[src/rtc_alarm_pkg.sv]
// Constants and types shared by the alarm and clock-control block
package rtc_alarm_pkg;

	// ------------------------------------------------------------
	// Serial commands and frame lengths
	// ------------------------------------------------------------
	localparam logic [7:0] CMD_WR_ALARM = 8'h10;
	localparam logic [7:0] CMD_WR_CTRL  = 8'h11;
	localparam logic [7:0] CMD_RD_CTRL  = 8'h51;
	localparam logic [7:0] CMD_WR_WDOG  = 8'h12;
	localparam logic [7:0] CMD_RD_FLAG  = 8'h53;
	localparam int         CMD_BITS     = 8;
	localparam int         CTRL_BITS    = 16;
	localparam int         ALARM_BITS   = 24;
	localparam int         ALARM_WIDTH  = 20;
	localparam logic [5:0] UNLOCK_EDGE  = 6'd16;

	// ------------------------------------------------------------
	// Control register layout and reset value
	// ------------------------------------------------------------
	localparam int         B_AWE   = 15;
	localparam int         B_ARM   = 14;
	localparam int         B_RWE   = 12;
	localparam int         B_RUN   = 11;
	localparam int         B_OSC   = 10;
	localparam int         B_FLL   = 9;
	localparam int         B_HFC   = 8;
	localparam int         B_SEL   = 5;
	localparam int         B_DIR   = 4;
	localparam int         B_CK32  = 3;
	localparam int         B_FAST_CLOCK_OUT_BUFFER_ON  = 2;
	localparam int         B_POL   = 1;
	localparam int         B_WDE   = 0;
	localparam logic [15:0] CTRL_RESET = 16'h0f2e;

	// ------------------------------------------------------------
	// Timing
	// ------------------------------------------------------------
	localparam int CLK_HZ       = 200_000_000;
	localparam int SUB_HZ       = 256;
	localparam int SUB_CYCLES   = CLK_HZ / SUB_HZ;
	localparam int WDOG_MS      = 500;
	localparam int WDOG_CYCLES  = (CLK_HZ / 1000) * WDOG_MS;
	localparam int FAST_HZ_X10  = 49_152_000;

	typedef enum logic [1:0] {
		SP_IDLE,
		SP_CMD,
		SP_DATA
	} spi_state_t;

endpackage

[src/rtc_counter.sv]
// Seconds and subsecond counters with the alarm comparator
`timescale 1ns/1ps
module rtc_counter
	import rtc_alarm_pkg::*;
#(
	parameter int SUB_DIV = SUB_CYCLES
) (
	input  wire logic                   i_clk,
	input  wire logic                   i_rst,
	input  wire logic                   i_run,
	input  wire logic                   i_arm,
	input  wire logic [ALARM_WIDTH-1:0] i_alarm,
	output logic      [31:0]            o_seconds,
	output logic      [7:0]             o_sub,
	output logic                        o_match
);
	logic [31:0] div_reg;
	logic        tick;

	assign tick = i_run && (div_reg == 32'(SUB_DIV - 1));

	always_ff @(posedge i_clk) begin
		if (i_rst || !i_run || tick) begin
			div_reg <= '0;
		end else begin
			div_reg <= div_reg + 32'h1;
		end
	end

	always_ff @(posedge i_clk) begin
		if (i_rst) begin
			o_sub     <= '0;
			o_seconds <= '0;
		end else if (tick) begin
			o_sub <= o_sub + 8'h1;
			if (o_sub == 8'hff) begin
				o_seconds <= o_seconds + 32'h1;
			end
		end
	end

	// One compare per second increment, on the new count
	always_ff @(posedge i_clk) begin
		if (i_rst) begin
			o_match <= 1'b0;
		end else begin
			o_match <= tick && (o_sub == 8'hff) && i_arm &&
				((o_seconds[ALARM_WIDTH-1:0] + 20'h1) == i_alarm);
		end
	end
endmodule

[src/alarm_clock_ctrl.sv]
// Serial port, control register, alarm and clock outputs
//
// What this block does
// - Alarm compares only the low 20 seconds bits with stored value.
// - Select rising before last alarm bit discards partial write.
// - Alarm match sets flag and drives interrupt unless masked.
// - Alarm while asleep returns the device to normal mode.
// - Alarm clears its arm bit itself; each alarm fires once.
// - Mask never suppresses alarm routed to a user I/O pin.
// - Alarm value and arm bit write only when previously unlocked.
// - Counter unlock takes effect after 16th edge; gates run bit.
// - Run bit starts 32-bit seconds and 8-bit subsecond; resets one.
// - Crystal oscillator enable powers slow oscillator; resets one.
// - Fast clock runs unlocked without lock; lock toggle glitch free.
// - Fast clock pin toggles only with both enables, else low.
// - Three-bit select picks fast clock frequency; resets to 001.
// - Direction bit: 0 drives slow clock pin, 1 takes it in.
// - Slow clock buffer acts only with oscillator on and output mode.
// - Polarity bit: 1 active-high interrupt, 0 active-low; resets one.
// - Watchdog on drives reset low within 500ms unless serviced.
// - Subsecond at 256Hz; wrap increments the seconds counter.
`timescale 1ns/1ps
module alarm_clock_ctrl
	import rtc_alarm_pkg::*;
#(
	parameter int SUB_DIV  = SUB_CYCLES,
	parameter int WDOG_DIV = WDOG_CYCLES
) (
	input  wire logic                   i_clk,
	input  wire logic                   i_rst,
	input  wire logic                   i_sclk,
	input  wire logic                   i_cs_n,
	input  wire logic                   i_mosi,
	input  wire logic                   i_alarm_mask,
	input  wire logic                   i_alarm_to_user_io,
	input  wire logic                   i_sleep_req,
	input  wire logic                   i_slow_clock_in,
	output logic                        o_miso,
	output logic                        o_irq,
	output logic                        o_user_io_alarm,
	output logic                        o_sleep,
	output logic                        o_reset_n,
	output logic                        o_fast_clock,
	output logic                        o_slow_clock_out,
	output logic                        o_slow_clock_oe,
	output logic                        o_slow_clock_sel_ext,
	output logic                        o_xtal_osc_on,
	output logic                        o_freq_lock_on,
	output logic                        o_fast_clock_osc_on,
	output logic                        o_alarm_flag,
	output logic [ALARM_WIDTH-1:0]      o_alarm_second_bits
);
	import rtc_alarm_pkg::*;

	// ------------------------------------------------------------
	// Pin synchronisers
	// ------------------------------------------------------------
	logic [1:0] sclk_sync_reg;
	logic [1:0] cs_sync_reg;
	logic [1:0] mosi_sync_reg;
	logic [1:0] slow_sync_reg;
	logic       sclk_d_reg;
	logic       slow_d_reg;
	logic       sclk_rise;
	logic       sclk_fall;
	logic       cs_n;
	logic       mosi;

	always_ff @(posedge i_clk) begin
		if (i_rst) begin
			sclk_sync_reg <= '0;
			cs_sync_reg   <= 2'b11;
			mosi_sync_reg <= '0;
			slow_sync_reg <= '0;
			sclk_d_reg    <= 1'b0;
			slow_d_reg    <= 1'b0;
		end else begin
			sclk_sync_reg <= {sclk_sync_reg[0], i_sclk};
			cs_sync_reg   <= {cs_sync_reg[0], i_cs_n};
			mosi_sync_reg <= {mosi_sync_reg[0], i_mosi};
			slow_sync_reg <= {slow_sync_reg[0], i_slow_clock_in};
			sclk_d_reg    <= sclk_sync_reg[1];
			slow_d_reg    <= slow_sync_reg[1];
		end
	end

	assign sclk_rise = sclk_sync_reg[1] && !sclk_d_reg;
	assign sclk_fall = !sclk_sync_reg[1] && sclk_d_reg;
	assign cs_n      = cs_sync_reg[1];
	assign mosi      = mosi_sync_reg[1];

	// ------------------------------------------------------------
	// Serial frame: 8-bit command then data, MSB first
	// ------------------------------------------------------------
	spi_state_t  sp_state_reg;
	logic [7:0]  cmd_reg;
	logic [23:0] shift_reg;
	logic [5:0]  bit_cnt_reg;
	logic [15:0] tx_reg;
	logic [15:0] ctrl_reg;
	logic [15:0] ctrl_next;
	logic        counter_unlock_reg;
	logic        wr_ctrl;
	logic        wr_alarm;
	logic        wr_wdog;
	logic        unlock_edge;
	logic [23:0] shift_next;

	assign shift_next  = {shift_reg[22:0], mosi};
	assign wr_ctrl     = sp_state_reg == SP_DATA && sclk_rise &&
		cmd_reg == CMD_WR_CTRL && bit_cnt_reg == 6'(CTRL_BITS - 1);
	assign wr_alarm    = sp_state_reg == SP_DATA && sclk_rise &&
		cmd_reg == CMD_WR_ALARM && bit_cnt_reg == 6'(ALARM_BITS - 1);
	assign wr_wdog     = sp_state_reg == SP_DATA && sclk_rise &&
		cmd_reg == CMD_WR_WDOG && bit_cnt_reg == 6'(CMD_BITS - 1);
	assign unlock_edge = wr_ctrl;

	always_ff @(posedge i_clk) begin
		if (i_rst || cs_n) begin
			sp_state_reg <= SP_IDLE;
			bit_cnt_reg  <= '0;
			cmd_reg      <= '0;
			shift_reg    <= '0;
		end else begin
			case (sp_state_reg)
				SP_IDLE: begin
					sp_state_reg <= SP_CMD;
					bit_cnt_reg  <= '0;
				end
				SP_CMD: begin
					if (sclk_rise) begin
						shift_reg <= shift_next;
						if (bit_cnt_reg == 6'(CMD_BITS - 1)) begin
							cmd_reg      <= shift_next[7:0];
							bit_cnt_reg  <= '0;
							sp_state_reg <= SP_DATA;
						end else begin
							bit_cnt_reg <= bit_cnt_reg + 6'h1;
						end
					end
				end
				SP_DATA: begin
					if (sclk_rise) begin
						shift_reg   <= shift_next;
						bit_cnt_reg <= bit_cnt_reg + 6'h1;
					end
				end
				default: sp_state_reg <= SP_IDLE;
			endcase
		end
	end

	// Read data shifts out on falling edges
	always_ff @(posedge i_clk) begin
		if (i_rst) begin
			tx_reg <= '0;
			o_miso <= 1'b0;
		end else if (sp_state_reg == SP_CMD && sclk_rise &&
			bit_cnt_reg == 6'(CMD_BITS - 1)) begin
			if (shift_next[7:0] == CMD_RD_CTRL) begin
				tx_reg <= ctrl_reg;
			end else if (shift_next[7:0] == CMD_RD_FLAG) begin
				tx_reg <= {o_alarm_flag, 15'h0};
			end else begin
				tx_reg <= '0;
			end
		end else if (sp_state_reg == SP_DATA && sclk_fall) begin
			o_miso <= tx_reg[15];
			tx_reg <= {tx_reg[14:0], 1'b0};
		end
	end

	// ------------------------------------------------------------
	// Control register
	// ------------------------------------------------------------
	logic match;

	always_comb begin
		ctrl_next = ctrl_reg;
		if (wr_ctrl) begin
			ctrl_next = shift_next[15:0];
			ctrl_next[13] = 1'b0;
			if (!ctrl_reg[B_AWE]) begin
				ctrl_next[B_ARM] = ctrl_reg[B_ARM];
			end
			if (!counter_unlock_reg) begin
				ctrl_next[B_RUN] = ctrl_reg[B_RUN];
			end
			// Slow buffer only sticks when oscillator on and pin output
			if (!ctrl_next[B_OSC] || ctrl_next[B_DIR]) begin
				ctrl_next[B_CK32] = 1'b0;
			end
		end
		if (match) begin
			ctrl_next[B_ARM] = 1'b0;
		end
	end

	always_ff @(posedge i_clk) begin
		if (i_rst) begin
			ctrl_reg <= CTRL_RESET;
		end else begin
			ctrl_reg <= ctrl_next;
		end
	end

	// Unlock written in a frame counts only from the next frame
	always_ff @(posedge i_clk) begin
		if (i_rst) begin
			counter_unlock_reg <= 1'b0;
		end else if (unlock_edge && bit_cnt_reg == 6'(UNLOCK_EDGE - 1)) begin
			counter_unlock_reg <= shift_next[B_RWE];
		end
	end

	// ------------------------------------------------------------
	// Alarm value, flag, interrupt and wake
	// ------------------------------------------------------------
	always_ff @(posedge i_clk) begin
		if (i_rst) begin
			o_alarm_second_bits <= '0;
		end else if (wr_alarm && ctrl_reg[B_AWE]) begin
			o_alarm_second_bits <= shift_next[ALARM_BITS-1:
				ALARM_BITS-ALARM_WIDTH];
		end
	end

	rtc_counter #(
		.SUB_DIV (SUB_DIV)
	) u_counter (
		.i_clk     (i_clk),
		.i_rst     (i_rst),
		.i_run     (ctrl_reg[B_RUN]),
		.i_arm     (ctrl_reg[B_ARM]),
		.i_alarm   (o_alarm_second_bits),
		.o_seconds (),
		.o_sub     (),
		.o_match   (match)
	);

	// Flag set wins over a read-clear in the same cycle
	logic flag_rd;
	assign flag_rd = sp_state_reg == SP_CMD && sclk_rise &&
		bit_cnt_reg == 6'(CMD_BITS - 1) && shift_next[7:0] == CMD_RD_FLAG;

	always_ff @(posedge i_clk) begin
		if (i_rst) begin
			o_alarm_flag <= 1'b0;
		end else if (match) begin
			o_alarm_flag <= 1'b1;
		end else if (flag_rd) begin
			o_alarm_flag <= 1'b0;
		end
	end

	logic irq_active;
	assign irq_active = (o_alarm_flag || match) && !i_alarm_mask;

	always_ff @(posedge i_clk) begin
		if (i_rst) begin
			o_irq           <= !CTRL_RESET[B_POL];
			o_user_io_alarm <= 1'b0;
		end else begin
			o_irq           <= ctrl_reg[B_POL] ? irq_active : !irq_active;
			o_user_io_alarm <= i_alarm_to_user_io &&
				(o_alarm_flag || match);
		end
	end

	always_ff @(posedge i_clk) begin
		if (i_rst) begin
			o_sleep <= 1'b0;
		end else if (match) begin
			o_sleep <= 1'b0;
		end else if (i_sleep_req) begin
			o_sleep <= 1'b1;
		end
	end

	// ------------------------------------------------------------
	// Watchdog
	// ------------------------------------------------------------
	logic [31:0] wdog_cnt_reg;

	always_ff @(posedge i_clk) begin
		if (i_rst || !ctrl_reg[B_WDE] || wr_wdog) begin
			wdog_cnt_reg <= '0;
			o_reset_n    <= 1'b1;
		end else if (wdog_cnt_reg == 32'(WDOG_DIV - 1)) begin
			o_reset_n <= 1'b0;
		end else begin
			wdog_cnt_reg <= wdog_cnt_reg + 32'h1;
		end
	end

	// ------------------------------------------------------------
	// Clock outputs
	// ------------------------------------------------------------
	function automatic logic [11:0] fast_half_period(input logic [2:0] sel);
		case (sel)
			3'h0: fast_half_period = 12'(CLK_HZ / (FAST_HZ_X10 / 5));
			3'h1: fast_half_period = 12'(CLK_HZ / (FAST_HZ_X10 / 10));
			3'h2: fast_half_period = 12'(CLK_HZ / (FAST_HZ_X10 / 20));
			3'h3: fast_half_period = 12'(CLK_HZ / (FAST_HZ_X10 / 40));
			default: fast_half_period = 12'h0;
		endcase
	endfunction

	// 32.768kHz passes the slow clock; settings 5 to 7 divide it by 2, 4 and 8
	logic [2:0]  fast_sel;
	logic [11:0] fast_cnt_reg;
	logic [2:0]  slow_div_reg;
	logic        fast_run;
	logic        slow_rise;

	assign fast_sel  = ctrl_reg[B_SEL+2:B_SEL];
	assign fast_run  = ctrl_reg[B_HFC] && ctrl_reg[B_FAST_CLOCK_OUT_BUFFER_ON];
	assign slow_rise = slow_sync_reg[1] && !slow_d_reg;

	always_ff @(posedge i_clk) begin
		if (i_rst || !fast_run) begin
			fast_cnt_reg <= '0;
			slow_div_reg <= '0;
			o_fast_clock <= 1'b0;
		end else if (!fast_sel[2]) begin
			if (fast_cnt_reg >= fast_half_period(fast_sel) - 12'h1) begin
				fast_cnt_reg <= '0;
				o_fast_clock <= !o_fast_clock;
			end else begin
				fast_cnt_reg <= fast_cnt_reg + 12'h1;
			end
		end else if (fast_sel[1:0] == 2'h0) begin
			o_fast_clock <= slow_sync_reg[1];
		end else if (slow_rise) begin
			slow_div_reg <= slow_div_reg + 3'h1;
			o_fast_clock <= slow_div_reg[fast_sel[1:0] - 2'h1];
		end
	end

	always_ff @(posedge i_clk) begin
		if (i_rst) begin
			o_slow_clock_out     <= 1'b0;
			o_slow_clock_oe      <= 1'b0;
			o_slow_clock_sel_ext <= 1'b0;
			o_xtal_osc_on        <= 1'b1;
			o_freq_lock_on       <= 1'b1;
			o_fast_clock_osc_on  <= 1'b1;
		end else begin
			o_slow_clock_out     <= slow_sync_reg[1] && ctrl_reg[B_CK32];
			o_slow_clock_oe      <= !ctrl_reg[B_DIR] && ctrl_reg[B_CK32];
			o_slow_clock_sel_ext <= ctrl_reg[B_DIR];
			o_xtal_osc_on        <= ctrl_reg[B_OSC];
			o_freq_lock_on       <= ctrl_reg[B_FLL] && ctrl_reg[B_HFC];
			o_fast_clock_osc_on  <= ctrl_reg[B_HFC];
		end
	end
endmodule

[config.mk]
export PLATFORM = sky130hd
export DESIGN_NAME = alarm_clock_ctrl
export DESIGN_NICKNAME = d
export VERILOG_FILES = /design/src/rtc_alarm_pkg.sv /design/src/rtc_counter.sv /design/src/alarm_clock_ctrl.sv
export SDC_FILE = /design/constraint.sdc
export NUM_CORES = 1
export LEC_CHECK = 0
export BUFFER_PORTS_ARGS = -buffer_cell sky130_fd_sc_hd__buf_2
export CAP_MARGIN = 20
export CORE_ASPECT_RATIO = 1.1
export CORE_MARGIN = 2
export CORE_UTILIZATION = 40
export DETAILED_ROUTE_END_ITERATION = 8
export PLACE_DENSITY = 0.66
export SLEW_MARGIN = 20
export SYNTH_ARGS = -nofsm -noshare
export SYNTH_HDL_FRONTEND = slang
export SYNTH_SLANG_ARGS = --single-unit
[constraint.sdc]
create_clock -name i_clk -period 2.87 [get_ports i_clk]
set_clock_uncertainty 0.1 [all_clocks]
set_input_delay 0.1435 -clock i_clk [delete_from_list [all_inputs] [get_ports i_clk]]
set_output_delay 0.1435 -clock i_clk [all_outputs]
set_load 0.02 [all_outputs]
==> impl_metrics.py <==
metrics = {
    "floorplanning": {
        "io_pins": 42,
        "initial_utilization_pct": 41.0,
        "rows": 60,
        "core_area_um2": 24600,
        "die-area_um2": 26500,
        "die_width_um": 155,
        "dieHeight_um": 171,
    },
    "sta": {
        "hold_violations": 0,
        "min_period_over_period_pct": 95.8,
        "max_slew_margin_pct": 42.5,
        "max_freq_mhz": 364,
        "setup_viol": 0,
        "tightest_slew_ns": 0.860,
        "drv_slew": 0,
        "whs_ns": 0.246,
        "fin_setup_tns_ns": 0,
        "layout_min_cycle_time_ns": 2.75,
        "rsz0062_at_grt": "false",
    },
    "logic_synthesis": {
        "synth_edf_count": 0,
        "syn_avg_cell_area_um2": 8.82,
        "ys_top_cells_by_area": "dfxtp_1, xor2_1, nor2_1",
        "async_flop_share_pct": 0,
        "ys_ff_latch": 221,
        "synth_largest_area_cell": "dfxtp_1",
        "ys.warnings.count": 0,
        "synth_seq_area_share_pct": 43.9,
        "syn-num-nets": 1181,
        "synth_ff_type": "dfxtp_1",
        "netlist_instances": 1144,
        "synth_top_cell_area_share_pct": 43.9,
        "ys_types": 65,
        "synthesis.area_um2": 10100,
    },
    "clock_tree": {
        "postCtsSetupBuffers": 0,
        "cts.clk_slew.worst_paths_ns": 0.06,
        "clkSinkCount": 221,
        "cts_tree": "built",
        "cts-root-buf": "clkbuf_16",
        "cts_buffer_depth": 3,
        "clk_latency_ns": 0.52,
        "cts_buffers": 24,
        "h-tree-depth": 1,
    },
    "setup_path": {
        "cp.depth": 9,
        "timing.rr.start": "ctrl_reg[5]",
        "crit_top_cell": "ha_1",
        "r2r-end": "fast_cnt_reg[8]",
        "critical-path-top-delay-family": "compound AO/OA/AOI/OAI gates",
        "crit_start": "ctrl_reg[5]",
        "cp.required_ns": 3.18,
        "endpoint": "fast_cnt_reg[8]",
        "crit_path_top_delay_cell": "a2111oi_1",
        "cp.arrival_ns": 3.06,
        "worst-r2r-cell-count": 9,
        "cp-start-kind": "flip-flop",
        "path_cells": "inv_1 > ha_1 > nand2_1 > ha_1 > nand2b_1 > a2111oi_1 > o21ai_1 > a211o_2 > o311ai_0",
        "cpPeakStageDelay_ns": 0.44,
        "worstPathMaxFanout": 5,
        "rrSetupSlack_ns": 0.12,
        "crit_buf_inv": 1,
        "endpoint_kind": "flip-flop",
        "critPathKind": "flip-flop to flip-flop",
    },
    "drt": {
        "vias": 7833,
        "routedWlPerCell_um": 14.1,
        "viasPerCell": 5.16,
        "drt_first_pass_iters": 4,
        "route.detailed.drc": 0,
        "wl_um": 21400,
        "ant_nets": 0,
        "drtIter0Drc": 398,
    },
    "finish": {
        "diodes": 0,
        "drive_gt1_share_pct": 10.8,
        "post-route-util_pct": 47.0,
        "final_area_um2": 11600,
        "areaGrowthSynthToFinish_pct": 14.8,
        "nets": 1230,
    },
    "power_and_ir_drop": {
        "powerDensity_nw_per_um2": 547,
        "ir_worst_vdd_mv": 0.496,
        "finalPower_uw": 6330,
        "power_leakage_uw": 0.00446,
    },
    "placement": {
        "place_congestion": 0.792,
        "dp_hpwl_um": 14500,
        "io_buffer_count": 41,
        "place_area_um2": 10600,
    },
    "global_route": {
        "grt_pass1_vias": 7606,
        "grt_pass1_wl_um": 36600,
        "grtUsageTotal_pct": 16.3,
        "antenna_found_initial": 0,
        "grt_max_degree": 62,
        "grt_overflow_total": 0,
    },
    "job": {
        "cap_violations": 0,
    },
    "run_status": {
        "run_status": "completed",
    },
    "worst_hold_path": {
        "hold_class": "input port to flip-flop",
    },
}
## area by class of cell
type                       count  area [um^2]
clock buffer                  30          653
clock inverter                12          155
fill                        2322        13000
inverter                      20         75.1
multi-input combinational    855         5410
sequential                   221         4430
tap                          310          388
timing repair buffer          71          473
## tightest hold or removal path, delay by kind of cell
kind	cells	cell delay, ns
and+or+nand+nor	1	0.09
buffers and inverters	2	0.61
## worst min-delay path by stage
| stage | end | depth (start not counted) | from |
|---|---|---|---|
| floorplan | cs_sync_reg[0] | 1 | i_cs_n |
| global placement | cs_sync_reg[0] | 2 | i_cs_n |
| detailed placement | cs_sync_reg[0] | 2 | i_cs_n |
| CTS | cs_sync_reg[0] | 3 | i_cs_n |
| global route | cs_sync_reg[0] | 3 | i_cs_n |
| finish | cs_sync_reg[0] | 3 | i_cs_n |
## Yosys cell counts (4+ instances only)
library cell  instances
nor4_1               13
nor4b_1               6
nor2b_1              18
nand3b_1              5
o21ai_0              31
a21oi_1              39
clkbuf_1             32
nand4_1              30
nor3_1               16
mux2i_1              50
nand3_1              53
a22oi_1               5
a31oi_1               7
nor2_1              167
a211oi_1              5
a211o_1               8
dfxtp_1             221
xnor2_1              44
buf_2                11
xor2_1               75
nand2b_1              8
or2_2                10
and2_1                9
a21o_1                6
ha_1                 28
nand2_1             132
nor3b_1               6
nor4_2                4
and3_1               18
inv_1                19
and4_1                9
o311ai_0              6
or3_1                 6
## per-stage QoR
| stage | setup WS, ns | cells |
|---|---|---|
| after CTS | 0.0522 | 1518 |
| after detailed placement | -0.0423 | 1465 |
| final | 0.121 | 1519 |
| after floorplan | 0.162 | 1144 |
| after global routing | 0.0110 | 1519 |
| after global placement | 0.132 | 1465 |
## timing repair
item / CTS / global route
endpoints found under the setup margin: 3 / 7
gates cloned: 0 / 1
pin swaps: 0 / 1
hold buffers: 11 / 0
hold endpoints to repair: 22 / 0
gates resized for setup: 2 / 8
## cells by family (layout without fill, tap and decap cells)
group | after synthesis | count (layout) | synth area share (%)
AO/OA/AOI/OAI | 129 | 130 | 8.09
XOR/XNOR | 119 | 119 | 10.3
adder cells (fa/ha/maj) | 28 | 28 | 3.47
buffers and inverters | 69 | 133 | 3.03
flip-flops | 221 | 221 | 43.9
multiplexers | 50 | 50 | 4.96
AND/OR/NAND/NOR | 528 | 528 | 26.3
## report_power, final
part	internal, uW	leakage [uW]	switching, uW
Clock	1890	0.000394	1240
Sequential	3080	0.00178	12.7
Combinational	45.5	0.00228	71.8
Total	5010	0.00446	1320
## placed cells by master, fill, tap and decap left out, drive strengths merged, types with 18 or more instances in the layout
cell and count:
dfxtp 221, nor2 167, nand2 132, xor2 75
buf 60, nand3 55, mux2i 50, xnor2 44
a21oi 39, nand4 32, o21ai 31, clkbuf 30
ha 28, inv 20, nor2b 18, and3 18
nor4 18
## routing by layer
| metal | wire (um) | track usage [%] | up-vias |
|---|---|---|---|
| li1 | - | - | 4032 |
| met1 | 10100 | 21.2 | 3656 |
| met2 | 10100 | 28.1 | 110 |
| met3 | 752 | 2.56 | 35 |
| met4 | 445 | 4.43 | 0 |
| met5 | 0 | 0 | - |
No activity file was read; power rests on OpenSTA's default activity.
